**src/design/chgrp_pkg.sv**
```systemverilog
// Operation
// - Out-of-frame, handling disabled: abort all receive messages.
// - HDLC channels resume alone after out-of-frame clears.
// - Transparent channels deactivated; host reactivates them later.
// - Handling enabled: receive keeps processing during out-of-frame.
// - Global disable zero: subchanneling allowed in every slot.
// - Global disable one: subchanneling forbidden in every slot.
// - Global disable frees subchannel map as buffer space.
// - Transmit group off: slot enables cleared, data three-stated.
// - Transmit group on: mapped transmit slots may run.
// - Receive group off: all receive slot enables cleared.
// - Receive group on: mapped receive slots may run.
// - Group enables gate only; slot map bits untouched.
// - Guard descriptor holds high and low bound fields.
`default_nettype none
package chgrp_pkg;

    // ****************************************************************
    // Register map
    // ****************************************************************
    localparam logic [3:0] ADDR_GROUP_CONTROL  = 4'h0;
    localparam logic [3:0] ADDR_GUARD_DESC     = 4'h4;
    localparam logic [3:0] ADDR_STATUS         = 4'h8;
    localparam logic [3:0] ADDR_TRANSP_DEACT   = 4'hc;

    // ****************************************************************
    // Group control fields
    // ****************************************************************
    localparam int BIT_RX_GROUP_ENABLE          = 0;
    localparam int BIT_TRANSMIT_GROUP_ENABLE    = 1;
    localparam int BIT_SUBCHANNEL_GLOBAL_DISABLE = 2;
    localparam int BIT_FRAME_LOSS_ABORT         = 3;
    localparam logic [31:0] GROUP_CONTROL_MASK  = 32'h0000000f;
    localparam logic [31:0] GROUP_CONTROL_RESET = 32'h00000000;

    // ****************************************************************
    // Guard descriptor fields
    // ****************************************************************
    localparam int BIT_GUARD_ENABLE             = 31;
    localparam int GUARD_HIGH_LSB               = 16;
    localparam int GUARD_LOW_LSB                = 0;
    localparam int GUARD_BOUND_WIDTH            = 12;
    localparam logic [31:0] GUARD_DESC_MASK     = 32'h8fff0fff;
    localparam logic [31:0] GUARD_DESC_RESET    = 32'h00000000;

    // ****************************************************************
    // Status fields
    // ****************************************************************
    localparam int BIT_STAT_FRAME_LOSS          = 0;
    localparam int BIT_STAT_EXT_BUFFER          = 1;

    // ****************************************************************
    // Bus responses
    // ****************************************************************
    localparam logic [1:0] RESP_OKAY            = 2'b00;
    localparam logic [1:0] RESP_SLVERR          = 2'b10;

endpackage
`default_nettype wire

```
**src/design/channel_group_config_control.sv**
```systemverilog
// Our own choices: the address map and the AXI4-Lite slave port.
`timescale 1ns/1ps
`default_nettype none
module channel_group_config_control
    import chgrp_pkg::*;
#(
    parameter int NUM_SLOTS    = 32,
    parameter int NUM_CHANNELS = 32
) (
    input  wire logic                    clk,
    input  wire logic                    resetn,
    input  wire logic [3:0]              s_axi_awaddr,
    input  wire logic                    s_axi_awvalid,
    output logic                         s_axi_awready,
    input  wire logic [31:0]             s_axi_wdata,
    input  wire logic [3:0]              s_axi_wstrb,
    input  wire logic                    s_axi_wvalid,
    output logic                         s_axi_wready,
    output logic [1:0]                   s_axi_bresp,
    output logic                         s_axi_bvalid,
    input  wire logic                    s_axi_bready,
    input  wire logic [3:0]              s_axi_araddr,
    input  wire logic                    s_axi_arvalid,
    output logic                         s_axi_arready,
    output logic [31:0]                  s_axi_rdata,
    output logic [1:0]                   s_axi_rresp,
    output logic                         s_axi_rvalid,
    input  wire logic                    s_axi_rready,
    input  wire logic                    frame_loss_condition,
    input  wire logic [NUM_SLOTS-1:0]    slot_tx_map_enable,
    input  wire logic [NUM_SLOTS-1:0]    slot_rx_map_enable,
    input  wire logic [NUM_CHANNELS-1:0] chan_rx_active,
    input  wire logic [NUM_CHANNELS-1:0] chan_transparent,
    input  wire logic                    tx_serial_data,
    output logic [NUM_SLOTS-1:0]         tx_slot_enable,
    output logic [NUM_SLOTS-1:0]         rx_slot_enable,
    output logic [NUM_SLOTS-1:0]         subchannel_allow,
    output logic [NUM_CHANNELS-1:0]      rx_chan_run,
    output logic [NUM_CHANNELS-1:0]      rx_msg_abort,
    output logic                         ext_buffer_space,
    output logic                         tx_data_out,
    output logic                         tx_data_oe
);

    // ****************************************************************
    // Helpers
    // ****************************************************************
    function automatic logic [31:0] merge_bytes(input logic [31:0] old_v,
                                                input logic [31:0] new_v,
                                                input logic [3:0]  strb,
                                                input logic [31:0] mask);
        logic [31:0] r;
        r = old_v;
        for (int i = 0; i < 4; i++) begin
            if (strb[i]) begin
                r[i*8 +: 8] = new_v[i*8 +: 8];
            end
        end
        return r & mask;
    endfunction

    // Registers are whole words, so the two byte-lane address bits are dropped.
    function automatic logic [3:0] word_addr(input logic [3:0] addr);
        return {addr[3:2], 2'b00};
    endfunction

    // ****************************************************************
    // Register state
    // ****************************************************************

    logic [31:0]             group_control_q;
    logic [31:0]             memory_guard_descriptor_q;
    logic [NUM_CHANNELS-1:0] transp_deact_q;
    logic [NUM_CHANNELS-1:0] deact_clear;
    logic                    frame_loss_q;

    // ****************************************************************
    // Decoded group control
    // ****************************************************************
    logic rx_group_en;
    logic tx_group_en;
    logic sub_global_dis;
    logic loss_abort_mode;
    assign rx_group_en     = group_control_q[BIT_RX_GROUP_ENABLE];
    assign tx_group_en     = group_control_q[BIT_TRANSMIT_GROUP_ENABLE];
    assign sub_global_dis  = group_control_q[BIT_SUBCHANNEL_GLOBAL_DISABLE];
    assign loss_abort_mode = group_control_q[BIT_FRAME_LOSS_ABORT];

    // ****************************************************************
    // AXI4-Lite write channel
    // ****************************************************************
    logic       aw_have_q;
    logic       w_have_q;
    logic [3:0] aw_addr_q;
    logic [31:0] w_data_q;
    logic [3:0] w_strb_q;
    logic       write_fire;
    logic       aw_have_d;
    logic       w_have_d;
    logic       write_hit;

    assign write_fire = aw_have_q & w_have_q & ~s_axi_bvalid;
    assign aw_have_d  = write_fire ? 1'b0 : (aw_have_q | (s_axi_awvalid & s_axi_awready));
    assign w_have_d   = write_fire ? 1'b0 : (w_have_q | (s_axi_wvalid & s_axi_wready));

    always_comb begin
        if (aw_addr_q == ADDR_GROUP_CONTROL) begin
            write_hit = 1'b1;
        end else if (aw_addr_q == ADDR_GUARD_DESC) begin
            write_hit = 1'b1;
        end else if (aw_addr_q == ADDR_TRANSP_DEACT) begin
            write_hit = 1'b1;
        end else begin
            write_hit = 1'b0;
        end
    end

    always_ff @(posedge clk or negedge resetn) begin
        if (!resetn) begin
            aw_have_q     <= 1'b0;
            w_have_q      <= 1'b0;
            s_axi_awready <= 1'b0;
            s_axi_wready  <= 1'b0;
            aw_addr_q     <= 4'h0;
            w_data_q      <= 32'h00000000;
            w_strb_q      <= 4'h0;
        end else begin
            aw_have_q     <= aw_have_d;
            w_have_q      <= w_have_d;
            s_axi_awready <= ~aw_have_d;
            s_axi_wready  <= ~w_have_d;
            if (s_axi_awvalid && s_axi_awready) begin
                aw_addr_q <= word_addr(s_axi_awaddr);
            end
            if (s_axi_wvalid && s_axi_wready) begin
                w_data_q <= s_axi_wdata;
                w_strb_q <= s_axi_wstrb;
            end
        end
    end

    // ****************************************************************
    // Write response
    // ****************************************************************
    always_ff @(posedge clk or negedge resetn) begin
        if (!resetn) begin
            s_axi_bvalid <= 1'b0;
            s_axi_bresp  <= RESP_OKAY;
        end else if (write_fire) begin
            s_axi_bvalid <= 1'b1;
            s_axi_bresp  <= write_hit ? RESP_OKAY : RESP_SLVERR;
        end else if (s_axi_bready) begin
            s_axi_bvalid <= 1'b0;
        end
    end

    // ****************************************************************
    // Register storage
    // ****************************************************************
    // Reserved bits are masked off, so they always hold and read zero.
    always_ff @(posedge clk or negedge resetn) begin
        if (!resetn) begin
            group_control_q           <= GROUP_CONTROL_RESET;
            memory_guard_descriptor_q <= GUARD_DESC_RESET;
        end else if (write_fire) begin
            if (aw_addr_q == ADDR_GROUP_CONTROL) begin
                group_control_q <= merge_bytes(group_control_q, w_data_q,
                                               w_strb_q, GROUP_CONTROL_MASK);
            end else if (aw_addr_q == ADDR_GUARD_DESC) begin
                // Stored only; no address is ever checked against it.
                memory_guard_descriptor_q <= merge_bytes(memory_guard_descriptor_q,
                                                         w_data_q, w_strb_q,
                                                         GUARD_DESC_MASK);
            end
        end
    end

    // ****************************************************************
    // Transparent reactivation
    // ****************************************************************
    // Writing one to a channel's bit reactivates it; zero bits leave it alone.
    logic [31:0] deact_word;
    assign deact_word = merge_bytes(32'h00000000, w_data_q, w_strb_q, 32'hffffffff);

    always_comb begin
        deact_clear = '0;
        if (write_fire && aw_addr_q == ADDR_TRANSP_DEACT) begin
            deact_clear = deact_word[NUM_CHANNELS-1:0];
        end
    end

    // ****************************************************************
    // AXI4-Lite read channel
    // ****************************************************************
    logic        rvalid_d;
    logic [31:0] read_word;
    logic [1:0]  read_resp;
    logic [3:0]  rd_addr;

    assign rd_addr  = word_addr(s_axi_araddr);
    assign rvalid_d = s_axi_rvalid ? ~s_axi_rready : (s_axi_arvalid & s_axi_arready);

    always_comb begin
        read_word = 32'h00000000;
        read_resp = RESP_OKAY;
        if (rd_addr == ADDR_GROUP_CONTROL) begin
            read_word = group_control_q;
        end else if (rd_addr == ADDR_GUARD_DESC) begin
            read_word = memory_guard_descriptor_q;
        end else if (rd_addr == ADDR_STATUS) begin
            read_word[BIT_STAT_FRAME_LOSS] = frame_loss_q;
            read_word[BIT_STAT_EXT_BUFFER] = sub_global_dis;
        end else if (rd_addr == ADDR_TRANSP_DEACT) begin
            read_word[NUM_CHANNELS-1:0] = transp_deact_q;
        end else begin
            read_resp = RESP_SLVERR;
        end
    end

    always_ff @(posedge clk or negedge resetn) begin
        if (!resetn) begin
            s_axi_arready <= 1'b0;
            s_axi_rvalid  <= 1'b0;
            s_axi_rdata   <= 32'h00000000;
            s_axi_rresp   <= RESP_OKAY;
        end else begin
            s_axi_arready <= ~rvalid_d;
            s_axi_rvalid  <= rvalid_d;
            if (s_axi_arvalid && s_axi_arready) begin
                s_axi_rdata <= read_word;
                s_axi_rresp <= read_resp;
            end
        end
    end

    // ****************************************************************
    // Frame loss input synchroniser
    // ****************************************************************
    // The state changes only when the second and third stages agree.
    logic [2:0] loss_sync_q;
    logic       loss_rise;

    always_ff @(posedge clk or negedge resetn) begin
        if (!resetn) begin
            loss_sync_q  <= 3'b000;
            frame_loss_q <= 1'b0;
        end else begin
            loss_sync_q <= {loss_sync_q[1:0], frame_loss_condition};
            if (loss_sync_q[1] == loss_sync_q[2]) begin
                frame_loss_q <= loss_sync_q[2];
            end
        end
    end

    assign loss_rise = (loss_sync_q[1] == loss_sync_q[2]) & loss_sync_q[2] & ~frame_loss_q;

    // ****************************************************************
    // Receive channel control
    // ****************************************************************
    always_ff @(posedge clk or negedge resetn) begin
        if (!resetn) begin
            rx_msg_abort <= '0;
        end else if (loss_rise && loss_abort_mode) begin
            rx_msg_abort <= chan_rx_active;
        end else begin
            rx_msg_abort <= '0;
        end
    end

    // ****************************************************************
    // Transparent channel deactivation
    // ****************************************************************
    // A new deactivation wins over a host clear in the same cycle, so a
    // channel cannot slip back into service across a fresh frame loss.
    always_ff @(posedge clk or negedge resetn) begin
        if (!resetn) begin
            transp_deact_q <= '0;
        end else begin
            transp_deact_q <= (transp_deact_q & ~deact_clear)
                | ((loss_rise && loss_abort_mode) ? chan_transparent : '0);
        end
    end

    // HDLC channels are only held while the loss lasts and resume alone.
    always_ff @(posedge clk or negedge resetn) begin
        if (!resetn) begin
            rx_chan_run <= '0;
        end else if (!rx_group_en) begin
            rx_chan_run <= '0;
        end else if (frame_loss_q && loss_abort_mode) begin
            rx_chan_run <= '0;
        end else begin
            rx_chan_run <= chan_rx_active & ~transp_deact_q;
        end
    end

    // ****************************************************************
    // Slot gating for transmit and receive
    // ****************************************************************
    // Gating acts on copies; the slot map inputs are never written.
    always_ff @(posedge clk or negedge resetn) begin
        if (!resetn) begin
            tx_slot_enable <= '0;
            rx_slot_enable <= '0;
        end else begin
            tx_slot_enable <= tx_group_en ? slot_tx_map_enable : '0;
            rx_slot_enable <= rx_group_en ? slot_rx_map_enable : '0;
        end
    end

    // ****************************************************************
    // Subchannel override
    // ****************************************************************
    // The per-slot subchannel bits never reach this block: the global field overrides them all.
    always_ff @(posedge clk or negedge resetn) begin
        if (!resetn) begin
            subchannel_allow <= '0;
            ext_buffer_space <= 1'b0;
        end else begin
            subchannel_allow <= sub_global_dis ? '0 : '1;
            ext_buffer_space <= sub_global_dis;
        end
    end

    // ****************************************************************
    // Transmit pin
    // ****************************************************************
    // Only the group enable drives the three-state control; unmapped slots are the formatter's.
    always_ff @(posedge clk or negedge resetn) begin
        if (!resetn) begin
            tx_data_out <= 1'b0;
            tx_data_oe  <= 1'b0;
        end else begin
            tx_data_out <= tx_serial_data;
            tx_data_oe  <= tx_group_en;
        end
    end

endmodule
`default_nettype wire

```
**config.mk**
```make
export PLATFORM = sky130hd
export DESIGN_NAME = channel_group_config_control
export DESIGN_NICKNAME = d
export VERILOG_FILES = /design/src/design/chgrp_pkg.sv /design/src/design/channel_group_config_control.sv
export SDC_FILE = /design/constraint.sdc
export NUM_CORES = 1
export LEC_CHECK = 0
export ABC_AREA = 1
export BUFFER_PORTS_ARGS = -buffer_cell sky130_fd_sc_hd__buf_2
export CORE_UTILIZATION = 40
export DETAILED_ROUTE_END_ITERATION = 12
export PLACE_DENSITY = 0.74
export SETUP_SLACK_MARGIN = 0.02
export SKIP_LAST_GASP = 1
export SYNTH_ARGS = -nofsm -noshare
export SYNTH_HDL_FRONTEND = slang
export SYNTH_SLANG_ARGS = --single-unit
```
**constraint.sdc**
```tcl
create_clock -name clk -period 1.14 [get_ports clk]
set_input_delay 0.057 -clock clk [delete_from_list [all_inputs] [get_ports clk]]
set_output_delay 0.057 -clock clk [all_outputs]
set_load 0.01 [all_outputs]
```
==> qor.csv, run 1 <==
stage,metric,value,unit
worst_setup_path,crit path launch type,register,
yosys,#FFs+latches synth,276,
power,VDD IR max,0.00200,V
detailed_routing,Residual DRC,0,
placement,pre-CTS setup slack,-0.119,ns
grt,initial antenna violation count,4,
worst_setup_path,CP Max Fanout,16,
clocking,clk slew on worst S/H paths,0.07,ns
clocking,TritonCTS clock tree,built,
worst_setup_path,Crit Path Class,reg -> out,
power,Leakage,0.00994,uW
die,Die Y,167,um
clocking,Longest Clk Path Bufs,3,
sta,period utilisation layout,122,%
placement,dpl hpwl,22700,um
yosys,Synth Cell Area,10900,um2
worst_setup_path,CP arrival,1.34,ns
worst_setup_path,reg2reg end,transp_deact_q[15]$_DFF_PN0_,
die,Ports,385,
die,Die Area,27800,um2
grt,largest net degree at the start of global routing,64,
cells_and_area,area growth from synthesis to layout,62.8,%
sta,setup ws final,-0.255,ns
die,CORE AREA,26400,um2
sta,Final setup viols,152,
die,Starting Density,41.3,%
worst_setup_path,CP max stage delay,0.49,ns
yosys,"Top FF cell, synth",dfrtp_1,
worst_setup_path,CP cell instances,buf_12 > buf_2,
clocking,worst-skew pair later-pin latency,0.55,ns
sta,final setup TNS,-22.07,ns
grt,number of global-route vias before repair,10800,
sta,Max Fclk,0.717,GHz
clocking,Num CTS Buffers,30,
sta,final hold vios,23,
clocking,H-tree Lvls,1,
detailed_routing,Initial DRC Count,853,
yosys,register area share after synthesis,63.5,%
yosys,Synth warnings,0,
yosys,"Avg Cell Area, Syn",9.31,um2
sta,fin crit period,1.40,ns
min_path,Hold WC Path Type,in -> async,
grt,Tot GR Track Use,27.1,%
worst_setup_path,reg2reg path depth,8,
grt,first-pass GRT wire length,58600,um
yosys,"Async S/R FF share, synth",100,%
detailed_routing,Routed Antenna Nets,0,
sta,Fin Hold WS,-0.0353,ns
worst_setup_path,Crit path required time,1.08,ns
cells_and_area,final net count,1949,
grt,grt total ovfl,0,
detailed_routing,DRT Pass-1 Iters,5,
worst_setup_path,r2r startpoint,s_axi_bvalid$_DFFE_PN0P_,
outcome,status,finished with violations,
clocking,CTS Sinks,276,
yosys,Mapped Cells,1168,
worst_setup_path,slowest CP cell,dfrtp_4,
flow_run,Max-Cap Viols,0,
detailed_routing,WL final,40100,um
detailed_routing,Via density,4.96,
die,Die W,167,um
placement,GPL Wtd Cong,0.856,
cells_and_area,layout cells sized above 1,37.6,%
sta,max_slew headroom,58.0,%
detailed_routing,wire per inst,18.8,um
outcome,failing checks,"negative hold slack, negative setup slack",
placement,Buffers on Ports,378,
die,row count,59,
detailed_routing,Vias,10500,
sta,RSZ-0062 raised after global routing,true,
sta,Clock Skews,0.0171,ns
yosys,Post-synth EDFFs,0,
worst_setup_path,R2R Setup Slk,-0.23,ns
power,total power per unit cell area,2130,nW/um2
sta,final count of pins violating max slew,0,
yosys,distinct cell type count after synthesis,24,
worst_setup_path,crit path launch,subchannel_allow[30]$_DFF_PN0_,
worst_setup_path,Critical Path End Type,output port,
clocking,cts hold-fix bufs,173,
clocking,root buf cell,clkbuf_16,
sta,worst slew pin tran,0.630,ns
placed cells by master (no fill, tap or decap), types with 2 or more instances in the layout:
cell	count
nand2_1	388
buf_2	333
dfrtp_1	274
dlygate4sd3_1	173
inv_1	144
buf_4	57
buf_6	53
nand4_1	50
nand3_1	50
nand2_2	49
nor2_4	33
clkbuf_16	32
buf_12	30
nand2_4	15
nor4_2	12
nor4_4	10
nor4_1	10
clkbuf_1	8
nand3_4	7
clkinv_2	6
inv_2	5
o21ai_0	5
o21ai_1	5
clkbuf_8	5
nor2_1	4
buf_16	4
buf_8	4
diode_2	3
nor2_2	3
a21oi_1	3
clkinvlp_4	3
o21ai_2	2
inv_6	2
conb_1	2
where the power goes:
group / switching [uW] / internal, uW
logic: 7460 / 5850
registers: 2320 / 12400
clock network: 4040 / 5530
cells in the mapped netlist, drive strengths merged (3+ instances only):
master	n	area share [%]
nand2	452	16
dfrtp	276	64
inv	152	5.2
buf	78	4.8
nand3	57	2.9
nand4	50	2.9
nor2	40	1.6
nor4	32	1.8
o21ai	13	0.60
clkbuf	11	0.38
a21oi	3	0.14
kinds of logic (layout without fill, tap and decap cells):
logic type               Yosys count  after routing  synth area share [%]
flip-flops                       276            276                  63.5
AO/OA/AOI/OAI                     17             17                 0.805
buffers and inverters            242            863                  10.4
other                              1              5                0.0345
adder cells (fa/ha/maj)            1              1                 0.115
AND/OR/NAND/NOR                  631            631                  25.1
worst max-delay path by stage:
stage / to / slack (ns) / cells past startpoint
CTS: subchannel_allow[30] / -0.24 / 1
finish: subchannel_allow[9] / -0.26 / 2
global placement: memory_guard_descriptor_q[26]$_DFFE_PN0P_ / -0.06 / 3
detailed placement: memory_guard_descriptor_q[1]$_DFFE_PN0P_ / -0.12 / 7
floorplan: transp_deact_q[11]$_DFF_PN0_ / -0.004 / 7
global route: subchannel_allow[9] / -0.28 / 2
area by class of cell:
| cell class | instances | area (um2) |
|---|---|---|
| clock buffers | 44 | 875 |
| clock inverters | 11 | 91.3 |
| repair buffers | 655 | 5220 |
| flip-flops and latches | 276 | 6910 |
| fillers | 1813 | 8650 |
| inverters | 153 | 599 |
| multi-input cells | 651 | 3580 |
| well taps | 335 | 419 |
| diodes | 3 | 7.51 |
metrics by stage:
stage / power, uW / util, % / instances / cell area, um2
CTS: 35800 / 64.4 / 2117 / 17000
detailed placement: 24300 / 50.8 / 1854 / 13400
global route: 39400 / 67.2 / 2127 / 17700
global placement: 24000 / 50.8 / 1854 / 13400
finish: 37600 / 67.2 / 2128 / 17700
floorplan: 19900 / - / 1169 / 10900
metal layers:
layer | up-vias | share of wire, % | global-route usage [%]
met5 | - | 0.017 | 0
met4 | 2 | 4.2 | 10.8
met3 | 139 | 7.8 | 5.37
met2 | 558 | 51 | 48.3
met1 | 5079 | 37 | 32.0
li1 | 4770 | - | -
worst max-delay path, delay by kind of cell (launching register included):
family | cells | cell delay (ns)
buffers and inverters | 2 | 0.30
flip-flops | 1 | 0.49
timing repair:
| action | in CTS | in global routing |
|---|---|---|
| gates resized for setup | 112 | 168 |
| cloned | 8 | 1 |
| buffers inserted | 30 | 13 |
| endpoints found under the setup margin | 213 | 307 |
| endpoints found under the hold margin | 481 | 23 |
| pin swaps | 11 | 19 |
registers in the layout, summed over array words and instances, names as in the netlist, 25 cells and up:
name,count
memory_guard_descriptor_q,25
rx_chan_run,32
rx_msg_abort,32
rx_slot_enable,32
s_axi_rdata,32
transp_deact_q,32
tx_slot_enable,32
w_data_q,32
(Power assumes the default switching activity.)
==> run 2, diff against run 1 <==
--- a/config.mk
+++ b/config.mk
@@ -7,9 +7,10 @@
 export LEC_CHECK = 0
 export ABC_AREA = 1
 export BUFFER_PORTS_ARGS = -buffer_cell sky130_fd_sc_hd__buf_2
-export CORE_UTILIZATION = 40
+export CAP_MARGIN = 30
+export CORE_UTILIZATION = 42
 export DETAILED_ROUTE_END_ITERATION = 12
-export PLACE_DENSITY = 0.74
+export PLACE_DENSITY = 0.77
 export SETUP_SLACK_MARGIN = 0.02
 export SKIP_LAST_GASP = 1
 export SYNTH_ARGS = -nofsm -noshare
==> constraint.sdc (replaced) <==
create_clock -name clk -period 1.14 [get_ports clk]
set_input_delay 0.057 -clock clk [delete_from_list [all_inputs] [get_ports clk]]
set_output_delay 0.057 -clock clk [all_outputs]
set_load 0.02 [all_outputs]
==> qor.csv, run 2 (synthesized netlist as in run 1, its figures left out) <==
stage,metric,value,unit
outcome,status,finished with violations,
outcome,failing checks,negative setup slack,
worst_setup_path,Crit path required time,1.57,ns
detailed_routing,Via density,5.33,
sta,period utilisation layout,131,%
worst_setup_path,Critical Path End Type,register,
grt,number of global-route vias before repair,11400,
detailed_routing,WL final,47800,um
cells_and_area,final net count,1977,
clocking,TritonCTS clock tree,built,
cells_and_area,layout cells sized above 1,40.8,%
placement,pre-CTS setup slack,-0.122,ns
min_path,hold path depth,4,
grt,initial antenna violation count,3,
worst_setup_path,CP arrival,1.92,ns
grt,first-pass GRT wire length,61200,um
power,Leakage,0.0105,uW
detailed_routing,wire per inst,22.3,um
placement,dpl hpwl,22200,um
cells_and_area,final instance area,19200,um2
die,Die W,163,um
die,row count,58,
detailed_routing,Routed Antenna Nets,0,
sta,Final setup viols,171,
cells_and_area,Reg area,6910,um2
clocking,H-tree Lvls,1,
sta,final hold vios,0,
sta,Clock Skews,0.0141,ns
worst_setup_path,reg2reg path depth,9,
placement,GPL Wtd Cong,0.817,
sta,Max Fclk,0.669,GHz
placement,placed cell count,1843,
cells_and_area,"commonest non-fill, non-tap cell in the layout",nand2_1,
worst_setup_path,Crit Path Class,reg -> reg,
die,Ports,385,
sta,fin crit period,1.50,ns
power,Tot Pwr,42700,uW
detailed_routing,Vias,11500,
grt,grt total ovfl,0,
flow_run,Max-Cap Viols,0,
placement,Placed Instance Area,13400,um2
die,Starting Density,43.1,%
placement,Buffers on Ports,378,
detailed_routing,DRT Pass-1 Iters,5,
sta,final count of pins violating max slew,0,
sta,setup ws final,-0.355,ns
detailed_routing,Residual DRC,0,
min_path,Hold WC Path Type,in -> reg,
power,total power per unit cell area,2220,nW/um2
worst_setup_path,CP Max Fanout,5,
detailed_routing,Initial DRC Count,1103,
power,VDD IR max,0.00174,V
cells_and_area,post-route insts no fill,2147,
clocking,root buf cell,clkbuf_16,
cells_and_area,area growth from synthesis to layout,76.8,%
clocking,CTS Sinks,276,
die,CORE AREA,25300,um2
clocking,Num CTS Buffers,29,
grt,largest net degree at the start of global routing,74,
cells_and_area,Filler cells,1389,
die,Die Y,163,um
clocking,Longest Clk Path Bufs,3,
sta,RSZ-0062 raised after global routing,true,
clocking,worst-skew pair later-pin latency,0.55,ns
clocking,clk slew on worst S/H paths,0.07,ns
die,Die Area,26500,um2
cells_and_area,Multi-input gate area,3670,um2
cells_and_area,"commonest non-fill, non-tap cells in the layout","354 x nand2_1, 273 x dfrtp_1, 191 x buf_2",
grt,Tot GR Track Use,30.3,%
worst_setup_path,crit path launch type,register,
sta,final setup TNS,-29.45,ns
## run 2: changes by cell type in the layout (fill, tap and decap cells not counted), moves of 9 or more
cell and delta:
nand3_2 +9, buf_6 +136, buf_2 -142, nand2_4 +11
nand2_1 -34, buf_4 +12, nand2_2 +22
## run 2: power breakdown
part | switching [uW] | internal (uW) | total (uW)
sequential | 2450 | 12500 | 14900
combinational | 9880 | 7840 | 17700
clock | 4080 | 6010 | 10100
## run 2: metrics by stage
step                utilization [%]  hold slack, ns
floorplan                         -          -0.239
global placement               53.0         -0.0674
detailed placement             53.0         -0.0656
CTS                            70.6         0.00264
global route                   76.1          0.0221
finish                         76.1          0.0313
## run 2: repair_timing
action / in CTS / in global routing
hold buffers: 175 / 0
setup buffers: 38 / 21
setup endpoints to repair: 264 / 345
gates cloned: 13 / 12
endpoints found under the hold margin: 487 / 0
pin swaps: 18 / 39
gates resized for setup: 339 / 317
## run 2: critical path: stages (launching register included)
cell     delay, ns
dfrtp_2       0.42
inv_2         0.08
nand3_4       0.10
nor2_4        0.16
buf_6         0.12
buf_6         0.13
buf_16        0.15
nand2_2       0.07
nand2_1       0.08
nand2_1       0.08
## run 2: layout make-up
type                       count  share of cell area, %
antenna                        3                 0.0391
clock buffer                  40                   4.35
clock inverter                10                  0.846
inverter                     153                   3.14
multi-input combinational    651                   19.1
sequential                   276                   36.0
tap                          330                   2.15
timing repair buffer         683                   34.3
timing repair inverter         1                 0.0846
## run 2: metal layers
metal	up-vias	GRT usage [%]	wire (um)
met4	0	17.7	3220
li1	4835	-	-
met3	283	6.80	4520
met1	5471	34.4	16300
met2	865	52.2	23800
met5	-	0	0
## run 2: final timing paths
check | start | endpoint | slack, ns
worst min register to register | loss_sync_q[0]$_DFF_PN0_ | loss_sync_q[1]$_DFF_PN0_ | 0.41
worst min-delay path | s_axi_araddr[3] | s_axi_rdata[22]$_DFFE_PN0P_ | 0.03
worst max-delay path | s_axi_bvalid$_DFFE_PN0P_ | transp_deact_q[19]$_DFF_PN0_ | -0.36
max in group asynchronous | resetn | transp_deact_q[10]$_DFF_PN0_ | 0.39
min in group asynchronous | resetn | rx_slot_enable[22]$_DFF_PN0_ | 0.04
worst max register to register | s_axi_bvalid$_DFFE_PN0P_ | transp_deact_q[19]$_DFF_PN0_ | -0.36
==> run 3, diff against run 2 <==
--- a/config.mk
+++ b/config.mk
@@ -10,7 +10,7 @@
 export CAP_MARGIN = 30
 export CORE_UTILIZATION = 42
 export DETAILED_ROUTE_END_ITERATION = 12
-export PLACE_DENSITY = 0.77
+export PLACE_DENSITY = 0.82
 export SETUP_SLACK_MARGIN = 0.02
 export SKIP_LAST_GASP = 1
 export SYNTH_ARGS = -nofsm -noshare
==> qor.csv, run 3 (synthesized netlist as in run 1, its figures left out) <==
stage,metric,value,unit
worst_setup_path,Crit. path cell count,4,
power,Leakage,0.0104,uW
sta,Final setup viols,207,
worst_setup_path,slowest CP cell,nor4_2,
outcome,failing checks,negative setup slack,
clocking,Num CTS Buffers,28,
cells_and_area,"commonest non-fill, non-tap cells in the layout","342 x nand2_1, 272 x dfrtp_1, 194 x buf_2",
clocking,worst-skew pair later-pin latency,0.56,ns
clocking,TritonCTS clock tree,built,
detailed_routing,Vias,11800,
sta,period utilisation layout,138,%
placement,Buffers on Ports,378,
worst_setup_path,Crit path required time,1.52,ns
detailed_routing,wire per inst,23.8,um
detailed_routing,Via density,5.49,
clocking,root buf cell,clkbuf_16,
detailed_routing,WL final,51000,um
grt,largest net degree at the start of global routing,51,
power,VDD IR max,0.00188,V
cells_and_area,final net count,1972,
cells_and_area,area growth from synthesis to layout,76.8,%
die,CORE AREA,25300,um2
flow_run,Max-Cap Viols,0,
grt,number of global-route vias before repair,11800,
detailed_routing,Initial DRC Count,1199,
grt,first-pass GRT wire length,66700,um
sta,Max Fclk,0.636,GHz
sta,final count of pins violating max slew,0,
grt,grt total ovfl,0,
clocking,clk slew on worst S/H paths,0.07,ns
placement,placed cell count,1840,
power,total power per unit cell area,2260,nW/um2
sta,fin crit period,1.57,ns
sta,max_slew headroom,47.8,%
grt,Tot GR Track Use,33.4,%
sta,setup ws final,-0.433,ns
sta,Fin Hold WS,0.0165,ns
worst_setup_path,Crit Path Class,reg -> reg,
worst_setup_path,CP bufs+invs,2,
clocking,H-tree Lvls,1,
outcome,status,finished with violations,
cells_and_area,Filler cells,1375,
detailed_routing,Residual DRC,0,
die,Die Area,26500,um2
clocking,Longest Clk Path Bufs,3,
grt,initial antenna violation count,2,
die,Starting Density,43.1,%
worst_setup_path,CP arrival,1.95,ns
clocking,CTS Sinks,276,
sta,final hold vios,0,
worst_setup_path,critical path's top delay family,simple AND/OR/NAND/NOR gates,
worst_setup_path,CP Max Fanout,21,
die,Die Y,163,um
worst_setup_path,Critical Path End Type,register,
die,Ports,385,
cells_and_area,"commonest non-fill, non-tap cell in the layout",nand2_1,
sta,worst slew pin tran,0.776,ns
die,Die W,163,um
worst_setup_path,CP max stage delay,0.60,ns
worst_setup_path,reg2reg path depth,4,
detailed_routing,DRT Pass-1 Iters,5,
cells_and_area,post-route insts no fill,2142,
detailed_routing,Routed Antenna Nets,0,
worst_setup_path,crit path launch type,register,
placement,GPL Wtd Cong,0.865,
worst_setup_path,CP cell instances,nand2_1 > inv_2 > buf_12 > nor4_2,
placement,dpl hpwl,22300,um
min_path,Hold WC Path Type,in -> async,
cells_and_area,layout cells sized above 1,42.5,%
die,row count,58,
sta,RSZ-0062 raised after global routing,true,
sta,Clock Skews,0.0244,ns
==> run 3: changes by cell type in the layout (fill, tap and decap cells not counted), sizes merged <==
cell,change
dlygate4sd3,+1
clkbuf,-9
clkinvlp,+1
inv,+1
diode,-2
clkinv,+1
bufinv,+2
==> run 3: path summary, 6_finish.rpt <==
path	endpoint	slack [ns]	from
worst max-delay path	rx_chan_run[15]$_DFF_PN0_	-0.43	group_control_q[3]$_DFFE_PN0P_
worst min-delay path	rx_chan_run[24]$_DFF_PN0_	0.02	resetn
worst max register to register	rx_chan_run[15]$_DFF_PN0_	-0.43	group_control_q[3]$_DFFE_PN0P_
worst min register to register	loss_sync_q[1]$_DFF_PN0_	0.40	loss_sync_q[0]$_DFF_PN0_
max in group asynchronous	memory_guard_descriptor_q[5]$_DFFE_PN0P_	0.47	resetn
min in group clk	s_axi_rdata[30]$_DFFE_PN0P_	0.08	s_axi_araddr[3]
==> run 3: area by class of cell <==
type | count | area [um2] | share of cell area [%]
Antenna cell | 1 | 2.50 | 0.0130
Timing Repair Buffer | 680 | 6380 | 33.2
Tap cell | 330 | 413 | 2.15
Sequential cell | 276 | 6910 | 36.0
Clock inverter | 16 | 245 | 1.28
Clock buffer | 35 | 758 | 3.94
Multi-Input combinational cell | 651 | 3920 | 20.4
Inverter | 153 | 597 | 3.10
==> run 3: timing repair <==
item | in CTS | in global routing
pin swaps | 62 | 52
endpoints found under the setup margin | 285 | 376
hold endpoints to repair | 484 | 0
buffers inserted | 40 | 22
gates cloned | 12 | 5
gates resized for setup | 394 | 307
hold buffers | 175 | 0
==> run 3: metal layers <==
metal,track usage [%],up-vias,wire length (um)
li1,-,4817,-
met1,37.7,5641,17300
met2,56.5,934,24700
met3,9.65,366,5130
met4,19.2,4,3810
met5,0,-,88
==> run 3: where the power goes <==
group	total, uW	switching [uW]	internal (uW)
sequential	15200	2730	12500
clock	10300	4220	6090
combinational	17900	10200	7710
total	43400	17200	26200
==> run 3: metrics by stage <==
stage / util (%) / worst slack (ns) / setup TNS (ns) / power (uW) / area, um2
final: 76.1 / -0.433 / -27.40 / 43400 / 19200
after global routing: 76.1 / -0.445 / -35.51 / 44900 / 19200
after CTS: 70.9 / -0.275 / -21.70 / 39500 / 17900
after detailed placement: 52.4 / -0.124 / -3.58 / 25300 / 13200
after global placement: 52.4 / -0.0512 / -0.624 / 25000 / 13200
after floorplan: - / -0.0405 / -0.758 / 21100 / 10900
